===== config.mk =====
export PLATFORM = sky130hd
export DESIGN_NAME = operator_panel
export DESIGN_NICKNAME = d
export VERILOG_FILES = /design/src/operator_panel.sv
export SDC_FILE = /design/constraint.sdc
export NUM_CORES = 1
export LEC_CHECK = 0
export BUFFER_PORTS_ARGS = -buffer_cell sky130_fd_sc_hd__buf_2
export CORE_MARGIN = 4
export CORE_UTILIZATION = 51
export CTS_BUF_LIST = sky130_fd_sc_hd__clkbuf_8 sky130_fd_sc_hd__clkbuf_16
export CTS_CLUSTER_SIZE = 40
export DETAILED_ROUTE_END_ITERATION = 16
export GPL_TIMING_DRIVEN = 0
export HOLD_SLACK_MARGIN = 0.12
export PLACE_DENSITY = 0.76
export SYNTH_ARGS = -nofsm -noshare
export SYNTH_HDL_FRONTEND = slang
export SYNTH_SLANG_ARGS = --single-unit

===== constraint.sdc =====
create_clock -name aclk -period 3.17 [get_ports aclk]
set_input_delay 0.1585 -clock aclk [delete_from_list [all_inputs] [get_ports aclk]]
set_output_delay 0.1585 -clock aclk [all_outputs]
set_load 0.02 [all_outputs]

===== src/operator_panel.sv =====
// Operator push-button model for the self-test block
`timescale 1ns/1ps
`default_nettype none
module operator_panel (
    input  wire logic        aclk,
    input  wire logic        press,
    input  wire logic [31:0] hold_cycles,
    output logic             test_button
);
    logic [31:0] left_reg = 32'h0;
    always_ff @(posedge aclk) begin
        if (press) begin
            left_reg <= hold_cycles;
        end else if (left_reg != 32'h0) begin
            left_reg <= left_reg - 32'h1;
        end
    end
    // Clean release edge; no bounce is modelled and the synchroniser does not debounce
    assign test_button = (left_reg != 32'h0);
endmodule : operator_panel
`default_nettype wire


=== Word-level counts from Yosys, hierarchy flattened ===
Cells that the tools add are included.

* Register bits: 32
* Logic and storage cells: 6

* Muxes and demuxes: 2
* Reductions and logical operators: 2
* $add $sub $neg: 1

{| class="wikitable"
|+ Operator list
! kind !! count
|-
| 2-to-1 mux 32 bit || 2
|-
| nonzero test 32 bit || 1
|-
| subtractor 32 x 1 -> 32 bit (second input constant) || 1
|-
| nonzero test 2 bit || 1
|}

=== Depth between registers and ports, before layout ===
* Depth in word-level cells: 3
* Gate-level depth with buffers: 8

=== Least setup slack after synthesis ===
Ideal clock, no wire load.

* Kind: register -> register
* Start point: register left_reg[0]
* End point: register left_reg[0], enable pin
* Clock period less this slack: 3.322 ns
* Arrival time: 2.840 ns
* Library setup time: 0.482 ns
* Data required time: 2.688 ns
* Path buffers: 1
* Path slack: -0.152 ns
* Cell stages (with the launch flop): 8
* Cells stage by stage: edfxtp_1 > inv_1 > ha_1 > or4b_1 > or4_1 > buf_2 > or4_4 > nand2b_1

* Longest elaborated chain between the ends: 2

{| class="wikitable"
|+ Ends and longest elaborated chain
! what !! RTL line !! RTL
|-
| start, declared || 10 || <nowiki>logic [31:0] left_reg = 32'h0;</nowiki>
|-
| start signal, assigned || 13 || <nowiki>left_reg <= hold_cycles;</nowiki>
|-
| start signal, assigned || 15 || <nowiki>left_reg <= left_reg - 32'h1;</nowiki>
|-
| nonzero test 32 bit || -- ||
|-
| named net test_button || 8 || <nowiki>output logic test_button</nowiki>
|-
| nonzero test 2 bit (no source line) || -- ||
|}

The timed path passes the listed nets, and every way through them passes these cells.
A chain may end at the register's enable or synchronous reset.

=== Worst setup path in the final report ===
* Start point: register left_reg[0]
* End point: register left_reg[16], enable pin

* Longest elaborated chain between the ends: 2

{| class="wikitable"
|+ Ends and longest elaborated chain
! what !! RTL line !! RTL
|-
| nonzero test 32 bit || 14 || <nowiki>end else if (left_reg != 32'h0) begin</nowiki>
|-
| nonzero test 2 bit (no source line) || -- ||
|}

Every way passes these cells.

==> summary.md <==
| Metric | Value |
|---|---|
| Depth of the CTS H-tree | `2` |
| Place WS | `-169 ps` |
| Run status | `finished clean` |
| Reg2reg setup slack | `around 130 ps` |
| Number of global-route vias before repair | `1685` |
| Sw frac | `a little over a quarter` |
| Cell types with the largest area share after synthesis | `sky130_fd_sc_hd__edfxtp_1 (46%), sky130_fd_sc_hd__or4_1 (5.8%), sky130_fd_sc_hd__xnor2_1 (4.2%), sky130_fd_sc_hd__nand2_1 (3.6%), sky130_fd_sc_hd__o31ai_1 (3.2%)` |
| Antenna diodes | `0` |
| Proportion of power drawn by the clock network | `around 28%` |
| Clock Tree Root | `sky130_fd_sc_hd__clkbuf_8` |
| Largest net degree at the start of global routing | `33` |
| Internal Pwr Total | `approximately 750 uW` |
| Final Skew | `about 7 ps` |
| Avg Synthesized Cell Area | `9.64 um^2` |
| Cell Pwr Density | `roughly 430 nW/um^2` |
| FMAX | `~330 MHz` |
| Vertical extent of the die | `71.9 um` |
| Number of nets in the final layout | `292` |
| Wire length of the first global-routing pass | `~8.3 mm` |
| Number of DRC markers in iteration 0 | `~200` |
| Crit end category | `flip-flop` |
| Peak VDD IR | `between 300 and 400 uV` |
| Clk sink count | `32` |
| Pins over their slew limit | `0` |
| Switching Power | `~280 uW` |
| Number of vias per cell after detailed routing | `6.19` |
| Die ar. | `slightly above 5000 um^2` |
| Setup violation total in the final timing report | `0` |
| GRT Resource Usage Total | `between 20% and 30%` |
| Least-Margin Pin Slew | `roughly 770 ps` |
| I/O pin total | `35` |
| Share of cells above drive strength 1 | `around a fifth` |
| Critical path data arrival time | `2980 ps` |
| Cell at the slowest stage of the critical path | `sky130_fd_sc_hd__or4b_1` |
| Number of resized instances in the post-cts repair step | `1` |
| TritonCTS Buffers | `5` |
| Final HPWL from detailed placement | `3.51 mm` |
| Worst Min Path Start | `hold_cycles[3]` |
| Relative contribution of sequential cells to total power | `55.6%` |
| Kind of critical path | `flip-flop to flip-flop` |
| Number of cell instances on the worst register-to-register path | `7` |
| Post-synthesis cell type with the largest combined area | `sky130_fd_sc_hd__edfxtp_1` |
| Number of synthesized flops with an enable pin | `32` |
| Count of buffers from port buffering | `34` |
| Min-Delay Path Class | `primary input to flip-flop` |
| Flip-flop count of the largest register after layout | `32` |
| Kind of cell adding the most delay to the critical path | `simple AND/OR/NAND/NOR gates` |
| Part of the total power dissipated in combinational logic | `between 10% and 20%` |
| Portion of synthesized cell area occupied by the leading cell type | `a little under half` |
| Leak | `between 0.8 and 0.9 nW` |
| Number of unique standard cell types used by synthesis | `39` |
| Remaining Overflow, GRT | `0` |
| Worst reg2reg path startpoint | `left_reg[0]` |
| Clk pin slew, worst setup/hold paths | `roughly 70 ps` |
| Share of synthesized flip-flops with an asynchronous set or reset | `0%` |
| Floorplan Core Area | `between 3000 and 4000 um^2` |
| Critical register-to-register path endpoint | `left_reg[16]` |
| Critical-path maximum fanout | `32` |
| Instance count along the most critical hold path | `2` |
| Relative slew slack | `48.3%` |
| Insertion delay of the later-clocked pin in the worst-skew pair | `approximately 280 ps` |
| Flip-flop cell with the highest count after synthesis | `sky130_fd_sc_hd__edfxtp_1` |
| Antenna-violating nets left | `0` |
| # Max-Cap Violations | `0` |
| Setup repair after global routing missed its margin | `no` |
| Row count | `22` |
| Cells along the critical path | `inv_1 > ha_1 > or4b_1 > or4_1 > buf_2 > or4_4 > nand2b_4` |
| Detailed Route WL | `~5.0 mm` |
| Syn Inst Count | `216` |
| Effective utilization at floorplan | `between 50% and 60%` |
| Finished Layout Cells | `306` |
| Area growth from synthesis to final layout | `15.3%` |
| Required time of the worst setup path | `3110 ps` |
| Part of the Yosys area used for sequential elements | `a little under half` |
| Buf/Inv on CP | `2` |
| Fin crit share | `between 90% and 100%` |
| Final weighted congestion in routability-driven placement | `0.821` |
| Slowest stage delay, CP | `500 ps` |
| Number of buffers inserted to repair setup after CTS | `0` |
| Post-synthesis cell area | `around 2100 um^2` |
| Critical Path Start Type | `flip-flop` |
| Detailed-route wire length per cell | `about 16 um` |
| Cell total after placement | `298` |
| Number of hold violations in the final report | `0` |
| Synth warnings | `0` |
| Final critical-path required period | `~3000 ps` |
| Post-cts hold buffer count | `0` |
| Width of the die | `71.9 um` |
| Initial antenna violation count | `0` |
| Overall via count from detail_route | `1893` |
| Endpoint of the worst hold-timing path | `left_reg[3]` |
| Max clock buf depth | `2` |
| DR DRC count | `0` |
| Register bit total from synthesis | `32` |
| Crit path setup slack, layout | `around 130 ps` |
| Length of the first detailed-routing pass in iterations | `5` |
| Net count after synthesis | `between 200 and 300` |
| TritonCTS clock tree | `yes` |
[power by group through the flow]
stage          Combinational [mW]  Clock [mW]  Sequential, mW
2_1_floorplan               0.117           0           0.565
3_3_place_gp                0.157           0           0.577
3_5_place_dp                0.162           0           0.580
4_1_cts                     0.164       0.295           0.571
5_1_grt                     0.185       0.320           0.580
6_report                    0.164       0.294           0.573
[cell usage after synthesis, drive strengths merged, types with 5 or more instances]
library cell / n
a31oi: 10
clkbuf: 12
edfxtp: 32
inv: 6
nand2: 20
nand3: 6
nand4: 5
nor2: 16
nor2b: 5
nor3: 5
nor4: 9
o21ai: 13
o311ai: 6
o31ai: 9
or2: 6
or3: 5
or4: 19
xnor2: 10
[layer usage]
metal  vias up  global-route usage (%)  part of all wire [%]
met1       888                    31.5                    47
met2        70                    29.9                    45
met4         0                    3.97                   1.4
met3         8                    3.88                   6.7
met5         -                       0                     0
li1        927                       -                     -
[cells by family after synthesis]
group,share of synthesized area [%]
buffers and inverters,4.21
AO/OA/AOI/OAI,16.3
adder cells (fa/ha/maj),0.601
multiplexers,0.541
XOR/XNOR,4.63
flip-flops,46.2
AND/OR/NAND/NOR,27.5
[metrics by stage]
step	cell area, um^2	util (%)	power (mW)	hold WS [ps]	TNS (ps)
floorplan	2080	-	0.681	348	0
global placement	2310	60.9	0.734	433	-4380
detailed placement	2310	60.9	0.742	435	-5370
CTS	2400	63.2	1.03	147	0
global route	2400	63.2	1.09	159	0
finish	2400	63.2	1.03	149	0
[how the worst max path moves through the flow]
| stage | startpoint | end | slack, ps | depth (start not counted) |
|---|---|---|---|---|
| floorplan | left_reg[0] | left_reg[0] | 150 | 7 |
| CTS | left_reg[0] | left_reg[25] | 130 | 7 |
| detailed placement | left_reg[0] | left_reg[12] | -170 | 7 |
| global placement | left_reg[0] | left_reg[10] | -140 | 7 |
| finish | left_reg[0] | left_reg[16] | 130 | 7 |
| global route | left_reg[0] | left_reg[18] | 30 | 7 |
[cells in the final DEF, fill, tap and decap left out, types with 3 or more instances in the layout]
| cell type | Yosys | final |
|---|---|---|
| sky130_fd_sc_hd__buf_2 | 1 | 35 |
| sky130_fd_sc_hd__or4_1 | 16 | 16 |
| sky130_fd_sc_hd__or3_1 | 5 | 5 |
| sky130_fd_sc_hd__xnor2_1 | 10 | 10 |
| sky130_fd_sc_hd__o41ai_1 | 3 | 3 |
| sky130_fd_sc_hd__nor2_1 | 16 | 16 |
| sky130_fd_sc_hd__o31ai_1 | 9 | 9 |
| sky130_fd_sc_hd__nand4_1 | 5 | 5 |
| sky130_fd_sc_hd__edfxtp_1 | 32 | 32 |
| sky130_fd_sc_hd__inv_1 | 6 | 8 |
| sky130_fd_sc_hd__a31oi_1 | 10 | 10 |
| sky130_fd_sc_hd__clkbuf_8 | 0 | 5 |
| sky130_fd_sc_hd__o21ai_0 | 11 | 11 |
| sky130_fd_sc_hd__clkbuf_1 | 12 | 12 |
| sky130_fd_sc_hd__or4_4 | 3 | 3 |
| sky130_fd_sc_hd__or2_2 | 6 | 6 |
| sky130_fd_sc_hd__nor4_1 | 8 | 8 |
| sky130_fd_sc_hd__nand3_1 | 6 | 6 |
| sky130_fd_sc_hd__nor3_1 | 5 | 5 |
| sky130_fd_sc_hd__nand2_1 | 20 | 20 |
| sky130_fd_sc_hd__o311ai_1 | 6 | 6 |
| sky130_fd_sc_hd__nor2b_1 | 5 | 5 |
[layout make-up]
| class | count | area, um^2 |
|---|---|---|
| Clock buffer | 5 | 68.8 |
| Buffer | 15 | 65.1 |
| Multi-Input combinational cell | 163 | 1040 |
| Tap cell | 48 | 60.1 |
| Sequential cell | 32 | 961 |
| Clock inverter | 3 | 11.3 |
| Fill cell | 346 | 1400 |
| Inverter | 6 | 22.5 |
| Timing Repair Buffer | 34 | 170 |
Note: power is estimated with default switching activity, not from simulation.
